## src/vpcr_pkg.sv

```systemverilog
/*
 * vpcr_pkg: constants, field positions, reset values and carrier types for
 * the video pre-amp upper control register bank.
 * Assumes a serial protocol engine outside that presents byte accesses.
 */
package vpcr_pkg;
    localparam logic [7:0] ADDR_CONTRAST = 8'h03;
    localparam logic [7:0] ADDR_LEVEL3   = 8'h06;
    localparam logic [7:0] ADDR_LEVEL4   = 8'h07;
    localparam logic [7:0] ADDR_OFFSET   = 8'h08;
    localparam logic [7:0] ADDR_GLOBAL   = 8'h09;
    localparam logic [7:0] ADDR_AUTOSTEP = 8'h0a;
    localparam logic [7:0] ADDR_CLAMP    = 8'h0b;
    localparam logic [7:0] ADDR_SRESET   = 8'h0f;

    localparam logic [7:0] RST_CONTRAST  = 8'h60;
    localparam logic [7:0] RST_LEVEL     = 8'h80;
    localparam logic [7:0] RST_OFFSET    = 8'h15;
    localparam logic [7:0] RST_GLOBAL    = 8'h00;
    localparam logic [7:0] RST_AUTOSTEP  = 8'h00;
    localparam logic [7:0] RST_CLAMP     = 8'h04;

    // writable bit masks; everything else is reserved or must-be-zero
    localparam logic [7:0] MASK_CONTRAST = 8'h7f;
    localparam logic [7:0] MASK_OFFSET   = 8'h1f;
    localparam logic [7:0] MASK_GLOBAL   = 8'h1b;
    localparam logic [7:0] MASK_AUTOSTEP = 8'h01;
    localparam logic [7:0] MASK_CLAMP    = 8'h0f;

    localparam int OFS_LSB = 0;
    localparam int OFS_MSB = 2;
    localparam int OSD_LSB = 3;
    localparam int OSD_MSB = 4;
    localparam int GLB_BLANK = 0;
    localparam int GLB_PSAVE = 1;
    localparam int GLB_HALVE = 3;
    localparam int GLB_MIX   = 4;
    localparam int AST_DIS   = 0;
    localparam int CLP_OOR   = 0;
    localparam int CLP_VBL   = 1;
    localparam int CLP_L4EN  = 2;
    localparam int CLP_POL   = 3;
    localparam int SRS_BIT   = 0;

    // soft reset sequence length in clocks
    localparam logic [3:0] SOFT_RESET_BIT_CYCLES = 4'h4;

    // one byte access from the serial engine
    typedef struct packed {
        logic       wr;     // write strobe
        logic       rd;     // read strobe
        logic       first;  // first data byte: take addr as given
        logic [7:0] addr;   // register address from serial engine
        logic [7:0] data;   // write data
    } vpcr_acc_t;

    // decoded controls toward analog side
    typedef struct packed {
        logic [2:0] video_offset_field;
        logic [1:0] overlay_contrast_field;
        logic       video_blank;
        logic       power_save;
        logic       level_range_halve;
        logic       level_mix;
        logic       overlay_only;
        logic       level4_pin_en;
        logic       clamp_negative;
        logic       sandcastle_vblank;
    } vpcr_ctl_t;

    typedef enum logic [1:0] {
        VPCR_RUN  = 2'b01,
        VPCR_SOFT_RESET_BIT = 2'b10
    } vpcr_state_t;
endpackage

```

## src/vpcr_regs.sv

```systemverilog
/*
 * vpcr_regs: control register bank for addresses 0x03, 0x06..0x0b and 0x0f.
 * Assumes a serial protocol engine on MCLK_IN presenting byte accesses;
 * vertical blank and sandcastle inputs come from pins and are synchronised.
 */
`timescale 1ns/1ps
module vpcr_regs (
    input  wire logic                 MCLK_IN,        // logic clock 200 MHz
    input  wire logic                 RST_B_IN,       // async reset, low
    input  wire logic                 CE_IN,          // clock enable
    input  wire vpcr_pkg::vpcr_acc_t  ACC_IN,         // byte access
    input  wire logic                 VBLANK_PIN_IN,  // vertical blank pin
    input  wire logic                 SANDCASTLE_IN,  // sandcastle vblank level
    input  wire logic                 HBLANK_IN,      // horizontal blank pin
    output logic [7:0]                RDATA_OUT,      // read data
    output logic [7:0]                NEXT_ADDR_OUT,  // address for next byte
    output logic [6:0]                CONTRAST_OUT,   // active contrast
    output logic [7:0]                LEVEL3_OUT,     // third level value
    output logic [7:0]                LEVEL4_OUT,     // fourth level value
    output vpcr_pkg::vpcr_ctl_t       CTL_OUT,        // decoded controls
    output logic                      OUT_BLANK_OUT,  // blank video output
    output logic                      ABORT_OUT       // abort analog work
);

    ////////////////////////////////////////////////////////////////////////
    // pin synchronisers: first stage read only by the second
    logic [2:0] sync1_reg;
    logic [2:0] sync2_reg;
    logic [2:0] sync1_next;
    logic [2:0] sync2_next;

    always_comb begin
        sync1_next = {HBLANK_IN, SANDCASTLE_IN, VBLANK_PIN_IN};
        sync2_next = sync1_reg;
    end

    always_ff @(posedge MCLK_IN or negedge RST_B_IN) begin
        if (!RST_B_IN) begin
            sync1_reg <= 3'h0;
            sync2_reg <= 3'h0;
        end else if (CE_IN) begin
            sync1_reg <= sync1_next;
            sync2_reg <= sync2_next;
        end
    end

    ////////////////////////////////////////////////////////////////////////
    // register state
    logic [7:0] contrast_reg, contrast_next;
    logic [7:0] con_shadow_reg, con_shadow_next;
    logic [7:0] level3_reg, level3_next;
    logic [7:0] level4_reg, level4_next;
    logic [7:0] l4_shadow_reg, l4_shadow_next;
    logic [7:0] offset_reg, offset_next;
    logic [7:0] global_reg, global_next;
    logic [7:0] autostep_reg, autostep_next;
    logic [7:0] clamp_reg, clamp_next;
    logic       soft_reset_bit_bit_reg, soft_reset_bit_bit_next;
    logic [3:0] soft_reset_bit_cnt_reg, soft_reset_bit_cnt_next;
    logic       vb_prev_reg, vb_prev_next;
    logic [7:0] next_addr_reg, next_addr_next;
    logic [7:0] rdata_reg, rdata_next;
    logic [6:0] con_out_reg, con_out_next;
    logic [7:0] l3_out_reg, l3_out_next;
    logic [7:0] l4_out_reg, l4_out_next;
    logic       blank_out_reg, blank_out_next;
    logic       abort_reg, abort_next;
    vpcr_pkg::vpcr_ctl_t ctl_reg, ctl_next;
    vpcr_pkg::vpcr_state_t state_reg, state_next;

    logic [7:0] acc_addr;
    logic       vblank_src;
    logic       vbl_en;
    logic       vb_start;

    // masked write merge: reserved bits stay zero
    function automatic logic [7:0] wmask(input logic [7:0] d, input logic [7:0] m);
        wmask = d & m;
    endfunction

    ////////////////////////////////////////////////////////////////////////
    // vertical blank source and retrace edge
    always_comb begin
        acc_addr   = ACC_IN.first ? ACC_IN.addr : next_addr_reg;
        vbl_en     = clamp_reg[vpcr_pkg::CLP_VBL];
        // vertical blank pin when pin repurposing is off, else sandcastle
        vblank_src = clamp_reg[vpcr_pkg::CLP_L4EN] ? sync2_reg[1]
                                                   : sync2_reg[0];
        vb_start   = vbl_en & vblank_src & ~vb_prev_reg;
        vb_prev_next = vblank_src;
    end

    ////////////////////////////////////////////////////////////////////////
    // register writes, soft reset sequence and address stepping
    always_comb begin
        contrast_next  = contrast_reg;
        con_shadow_next = con_shadow_reg;
        level3_next    = level3_reg;
        level4_next    = level4_reg;
        l4_shadow_next = l4_shadow_reg;
        offset_next    = offset_reg;
        global_next    = global_reg;
        autostep_next  = autostep_reg;
        clamp_next     = clamp_reg;
        soft_reset_bit_bit_next  = soft_reset_bit_bit_reg;
        soft_reset_bit_cnt_next  = soft_reset_bit_cnt_reg;
        state_next     = state_reg;
        next_addr_next = next_addr_reg;
        abort_next     = 1'b0;
        case (state_reg)
            vpcr_pkg::VPCR_RUN: begin
                if (ACC_IN.wr) begin
                    case (acc_addr)
                        vpcr_pkg::ADDR_CONTRAST: begin
                            con_shadow_next = wmask(ACC_IN.data, vpcr_pkg::MASK_CONTRAST);
                            if (!vbl_en)
                                contrast_next = wmask(ACC_IN.data, vpcr_pkg::MASK_CONTRAST);
                        end
                        vpcr_pkg::ADDR_LEVEL3: level3_next = ACC_IN.data;
                        vpcr_pkg::ADDR_LEVEL4: begin
                            l4_shadow_next = ACC_IN.data;
                            if (!vbl_en)
                                level4_next = ACC_IN.data;
                        end
                        vpcr_pkg::ADDR_OFFSET:
                            offset_next = wmask(ACC_IN.data, vpcr_pkg::MASK_OFFSET);
                        vpcr_pkg::ADDR_GLOBAL:
                            global_next = wmask(ACC_IN.data, vpcr_pkg::MASK_GLOBAL);
                        vpcr_pkg::ADDR_AUTOSTEP:
                            autostep_next = wmask(ACC_IN.data, vpcr_pkg::MASK_AUTOSTEP);
                        vpcr_pkg::ADDR_CLAMP:
                            clamp_next = wmask(ACC_IN.data, vpcr_pkg::MASK_CLAMP);
                        vpcr_pkg::ADDR_SRESET: begin
                            if (ACC_IN.data[vpcr_pkg::SRS_BIT]) begin
                                soft_reset_bit_bit_next = 1'b1;
                                soft_reset_bit_cnt_next = vpcr_pkg::SOFT_RESET_BIT_CYCLES;
                                state_next    = vpcr_pkg::VPCR_SOFT_RESET_BIT;
                            end
                        end
                        default: ;
                    endcase
                end
                // retrace copy of deferred values; a write in the retrace cycle waits for the next retrace
                if (vb_start) begin
                    contrast_next = con_shadow_reg;
                    level4_next   = l4_shadow_reg;
                end
            end
            vpcr_pkg::VPCR_SOFT_RESET_BIT: begin
                // analog work aborted; serial engine is outside and untouched
                abort_next     = 1'b1;
                contrast_next  = vpcr_pkg::RST_CONTRAST;
                con_shadow_next = vpcr_pkg::RST_CONTRAST;
                level3_next    = vpcr_pkg::RST_LEVEL;
                level4_next    = vpcr_pkg::RST_LEVEL;
                l4_shadow_next = vpcr_pkg::RST_LEVEL;
                offset_next    = vpcr_pkg::RST_OFFSET;
                global_next    = vpcr_pkg::RST_GLOBAL;
                autostep_next  = vpcr_pkg::RST_AUTOSTEP;
                clamp_next     = vpcr_pkg::RST_CLAMP;
                soft_reset_bit_cnt_next  = soft_reset_bit_cnt_reg - 4'h1;
                if (soft_reset_bit_cnt_reg == 4'h1) begin
                    soft_reset_bit_bit_next = 1'b0;
                    state_next    = vpcr_pkg::VPCR_RUN;
                end
            end
            default: state_next = vpcr_pkg::VPCR_RUN;
        endcase
        // address stepping continues across a soft reset so a burst completes
        if (ACC_IN.wr || ACC_IN.rd) begin
            if (!autostep_reg[vpcr_pkg::AST_DIS])
                next_addr_next = acc_addr + 8'h01;
            else
                next_addr_next = acc_addr;
        end
    end

    ////////////////////////////////////////////////////////////////////////
    // read mux and output decode
    always_comb begin
        case (acc_addr)
            vpcr_pkg::ADDR_CONTRAST: rdata_next = con_shadow_reg;
            vpcr_pkg::ADDR_LEVEL3:   rdata_next = level3_reg;
            vpcr_pkg::ADDR_LEVEL4:   rdata_next = l4_shadow_reg;
            vpcr_pkg::ADDR_OFFSET:   rdata_next = offset_reg;
            vpcr_pkg::ADDR_GLOBAL:   rdata_next = global_reg;
            vpcr_pkg::ADDR_AUTOSTEP: rdata_next = autostep_reg;
            vpcr_pkg::ADDR_CLAMP:    rdata_next = clamp_reg;
            vpcr_pkg::ADDR_SRESET:   rdata_next = {7'h00, soft_reset_bit_bit_reg};
            default:                 rdata_next = 8'h00;
        endcase
        if (!ACC_IN.rd)
            rdata_next = rdata_reg;
        con_out_next = contrast_reg[6:0];
        l3_out_next  = level3_reg;
        l4_out_next  = level4_reg;
        ctl_next.video_offset_field =
            offset_reg[vpcr_pkg::OFS_MSB:vpcr_pkg::OFS_LSB];
        ctl_next.overlay_contrast_field =
            offset_reg[vpcr_pkg::OSD_MSB:vpcr_pkg::OSD_LSB];
        ctl_next.video_blank       = global_reg[vpcr_pkg::GLB_BLANK];
        ctl_next.power_save        = global_reg[vpcr_pkg::GLB_PSAVE];
        ctl_next.level_range_halve = global_reg[vpcr_pkg::GLB_HALVE];
        ctl_next.level_mix         = global_reg[vpcr_pkg::GLB_MIX];
        ctl_next.overlay_only      = clamp_reg[vpcr_pkg::CLP_OOR];
        ctl_next.level4_pin_en     = clamp_reg[vpcr_pkg::CLP_L4EN];
        ctl_next.clamp_negative    = clamp_reg[vpcr_pkg::CLP_POL];
        ctl_next.sandcastle_vblank = vbl_en & clamp_reg[vpcr_pkg::CLP_L4EN];
        // overall blank: horizontal, plus vertical when enabled, plus forced
        blank_out_next = sync2_reg[2] | (vbl_en & vblank_src)
                       | global_reg[vpcr_pkg::GLB_BLANK]
                       | clamp_reg[vpcr_pkg::CLP_OOR];
    end

    ////////////////////////////////////////////////////////////////////////
    // state registers
    always_ff @(posedge MCLK_IN or negedge RST_B_IN) begin
        if (!RST_B_IN) begin
            contrast_reg   <= vpcr_pkg::RST_CONTRAST;
            con_shadow_reg <= vpcr_pkg::RST_CONTRAST;
            level3_reg     <= vpcr_pkg::RST_LEVEL;
            level4_reg     <= vpcr_pkg::RST_LEVEL;
            l4_shadow_reg  <= vpcr_pkg::RST_LEVEL;
            offset_reg     <= vpcr_pkg::RST_OFFSET;
            global_reg     <= vpcr_pkg::RST_GLOBAL;
            autostep_reg   <= vpcr_pkg::RST_AUTOSTEP;
            clamp_reg      <= vpcr_pkg::RST_CLAMP;
            soft_reset_bit_bit_reg   <= 1'b0;
            soft_reset_bit_cnt_reg   <= 4'h0;
            state_reg      <= vpcr_pkg::VPCR_RUN;
            vb_prev_reg    <= 1'b0;
            next_addr_reg  <= 8'h00;
            rdata_reg      <= 8'h00;
            con_out_reg    <= vpcr_pkg::RST_CONTRAST[6:0];
            l3_out_reg     <= vpcr_pkg::RST_LEVEL;
            l4_out_reg     <= vpcr_pkg::RST_LEVEL;
            ctl_reg        <= '0;
            blank_out_reg  <= 1'b0;
            abort_reg      <= 1'b0;
        end else if (CE_IN) begin
            contrast_reg   <= contrast_next;
            con_shadow_reg <= con_shadow_next;
            level3_reg     <= level3_next;
            level4_reg     <= level4_next;
            l4_shadow_reg  <= l4_shadow_next;
            offset_reg     <= offset_next;
            global_reg     <= global_next;
            autostep_reg   <= autostep_next;
            clamp_reg      <= clamp_next;
            soft_reset_bit_bit_reg   <= soft_reset_bit_bit_next;
            soft_reset_bit_cnt_reg   <= soft_reset_bit_cnt_next;
            state_reg      <= state_next;
            vb_prev_reg    <= vb_prev_next;
            next_addr_reg  <= next_addr_next;
            rdata_reg      <= rdata_next;
            con_out_reg    <= con_out_next;
            l3_out_reg     <= l3_out_next;
            l4_out_reg     <= l4_out_next;
            ctl_reg        <= ctl_next;
            blank_out_reg  <= blank_out_next;
            abort_reg      <= abort_next;
        end
    end

    // every output straight from a flip-flop
    always_comb begin
        RDATA_OUT     = rdata_reg;
        NEXT_ADDR_OUT = next_addr_reg;
        CONTRAST_OUT  = con_out_reg;
        LEVEL3_OUT    = l3_out_reg;
        LEVEL4_OUT    = l4_out_reg;
        CTL_OUT       = ctl_reg;
        OUT_BLANK_OUT = blank_out_reg;
        ABORT_OUT     = abort_reg;
    end

endmodule // vpcr_regs

```

## config.mk

```make
export PLATFORM = sky130hd
export DESIGN_NAME = vpcr_regs
export DESIGN_NICKNAME = d
export VERILOG_FILES = /design/src/vpcr_pkg.sv /design/src/vpcr_regs.sv
export SDC_FILE = /design/constraint.sdc
export NUM_CORES = 1
export LEC_CHECK = 0
export BUFFER_PORTS_ARGS = -buffer_cell sky130_fd_sc_hd__buf_2
export CAP_MARGIN = 40
export CORE_UTILIZATION = 30
export DETAILED_ROUTE_END_ITERATION = 6
export GPL_TIMING_DRIVEN = 0
export PLACE_DENSITY_LB_ADDON = 0.25
export SLEW_MARGIN = 20
export SYNTH_ARGS = -nofsm -noshare
export SYNTH_HDL_FRONTEND = slang
export SYNTH_SLANG_ARGS = --single-unit
```

## constraint.sdc

```tcl
create_clock -name MCLK_IN -period 3.1 [get_ports MCLK_IN]
set_clock_uncertainty 0.05 [all_clocks]
set_input_delay 0.155 -clock MCLK_IN [delete_from_list [all_inputs] [get_ports MCLK_IN]]
set_output_delay 0.155 -clock MCLK_IN [all_outputs]
set_load 0.05 [all_outputs]
```

==> metrics.txt <==
final total power 7.09 mW; Pleak 3.33 nW; distinct cell type count of the synthesized netlist 56; Post-Syn Instances 515; FFs w/ async S/R, synth 1.00; Mapped Avg Cell Area 11.2 um^2; Die Wd 141 um; top-count cell post-synth dfrtp_1; DRT Wirelength 15200 um; antenna violations before repair 0; endpoints failing setup 0; fin. max-slew vios 0; layout cells sized above 1 0.349; max cap viols 0; PD cells 964 nW/um^2; gr usage total 0.166; post-placement cell count 853; flops & latches, synth 120; Via Count 4350; f_max 357 MHz; grt total ovfl 0; DRC violations left 0; number of synthesis warnings 0; final setup margin 0.301 ns; DR pass1 iterations 5; initial DRC count 353; final hold violation count 0; Clock Latency Late Sink 0.42 ns; # diodes 0; DIE AREA 19800 um^2; hold crit path type primary input to flip-flop; area of the multi-input gates 2590 um^2; flop2flop setup slack 0.30 ns; setup TNS 0 ns; Worst Path Max Fanout 10; Starting Density 0.307; Setup Crit Path Kind flip-flop to flip-flop; max reg flops 13; period utilisation layout 0.903; HPWL Detailed 11100 um; Reg-to-Reg Start NEXT_ADDR_OUT[0]; Tmin final 2.80 ns; Crit Reg-Reg Endpoint RDATA_OUT[3]; Routed Antenna Nets 0; Slew headroom 0.439; main area contributors after synthesis dfrtp_1 (45%), mux2_2 (13%), dfstp_2 (7.3%); r2r worst-path depth 10; synthesized net count 548; Top FF cell, synth dfrtp_1; Seq/Total Area, Yosys 0.523; RD Place Congestion 0.814; peak supply drop 0.000566 V; slew at the pin closest to its max-slew limit 0.841 ns; vias in the first global route 4461; critical path required time 3.35 ns; DR vias/cell 4.87; Vert. Die Dim 141 um; TritonCTS clock tree done; Core Area 18800 um^2; Final Core Density 0.390; Clock Tree Buf Depth 2; row cnt 50; crit path launch type flip-flop; EDFF count, synth 0; status finished, final reports clean; Place WS 0.245 ns; worst hold endpoint l4_shadow_reg[1]; RSZ-0062 raised after global routing no; area share of the largest cell type after synthesis 0.450; Ports 79; H-tree Lvls 4; area delta synth->final 27.0%; clock-pin slew on the worst setup and hold paths 0.06 ns; Synth Cell Area 5780 um^2; DR WL/cell 17.1 um; first-pass GRT wire length 24900 um; sequential cell area 3020 um^2; largest net degree at the start of global routing 79; largest area contributor in the netlist dfrtp_1; hold path depth 3; Num CTS Buffers 17; postcts setup bufs 0; fin nets 654; most frequent cells after synthesis dfrtp_1 (104), mux2_2 (66), nand2_1 (61), o21ai_0 (35), a21oi_1 (28); worst hold path startpoint ACC_IN[1]; clk sinks 120; non-filler cells, final 894; crit end category flip-flop; CTS Root Cell clkbuf_16; fillers 1833; CP arrival 3.05 ns; IO buf count 77
layout by cell type (no fill, tap or decap), types with 3 or more instances in the layout:
cell and instances:
a21oi_1 28, a222oi_1 4, a22o_1 12, a22oi_1 10
buf_1 3, buf_2 80, bufinv_16 8, clkbuf_1 16
clkbuf_16 17, clkinvlp_4 4, dfrtp_1 104, dfstp_2 16
dlygate4sd3_1 9, ha_1 8, inv_1 20, mux2_2 66
mux2_4 8, mux2i_1 8, nand2_1 61, nand2b_1 12
nand3_1 6, nand3b_1 5, nor2_1 24, nor2b_1 7
nor3_1 5, nor3b_1 3, o21ai_0 35, o22a_1 4
o22ai_1 3, xor2_1 5
worst max-delay path, cell delays in order (launching register included):
cell and delay [ns]:
dfrtp_1 0.40, mux2i_2 0.35, inv_1 0.13, ha_1 0.25, clkbuf_1 0.26, a222oi_1 0.39
inv_1 0.13, a32o_1 0.22, a22oi_1 0.22, nand2_1 0.09, a22o_1 0.19
layer usage:
layer  track usage  wire length, um  vias to the layer above
met2         0.248             6830                      126
met5             0                0                        -
met3        0.0469              817                       10
met1         0.231             7420                     2161
met4        0.0492              178                        0
li1              -                -                     2053
metrics by stage:
step	hold WS, ns	area, um^2
2_1_floorplan	-0.191	5780
3_3_place_gp	0.343	6490
3_5_place_dp	0.0634	6530
4_1_cts	0.0332	7340
5_1_grt	0.0439	7350
6_report	0.0436	7350
logic make-up (layout without fill, tap and decap cells):
kind of cell | count (synthesis) | after routing | share of synthesized area
AND/OR/NAND/NOR | 134 | 134 | 0.115
multiplexers | 84 | 84 | 0.167
flip-flops | 120 | 120 | 0.523
AO/OA/AOI/OAI | 118 | 118 | 0.138
buffers and inverters | 44 | 163 | 0.0307
adder cells (fa/ha/maj) | 8 | 8 | 0.0173
XOR/XNOR | 7 | 7 | 0.0106
report_power, final:
group | total (mW) | switching, mW | internal, mW
registers | 2.55 | 0.399 | 2.15
logic | 2.11 | 1.40 | 0.718
clock network | 2.42 | 0.745 | 1.67
total | 7.09 | 2.54 | 4.55
final cells by class:
class,count,share of cell area
well taps,260,0.0443
multi-input cells,351,0.353
plain buffers,24,0.0140
inverters,20,0.0102
clock inverters,15,0.0404
flip-flops and latches,120,0.411
repair buffers,87,0.0693
clock buffers,17,0.0579
repair_timing:
action                                  4_1_cts  5_1_grt
endpoints found under the setup margin        0        3
hold buffers                                  9        0
hold endpoints to repair                     50        0
resized for setup                             0        2
how the worst max path moves through the flow:
stage | startpoint | cells after the start | end
finish | NEXT_ADDR_OUT[0] | 10 | RDATA_OUT[3]
global route | NEXT_ADDR_OUT[0] | 10 | RDATA_OUT[3]
CTS | NEXT_ADDR_OUT[0] | 10 | RDATA_OUT[3]
detailed placement | ACC_IN[16] | 11 | RDATA_OUT[3]
global placement | NEXT_ADDR_OUT[0] | 10 | RDATA_OUT[3]
floorplan | NEXT_ADDR_OUT[0] | 10 | RDATA_OUT[3]
No activity file was read; power rests on OpenSTA's default activity.
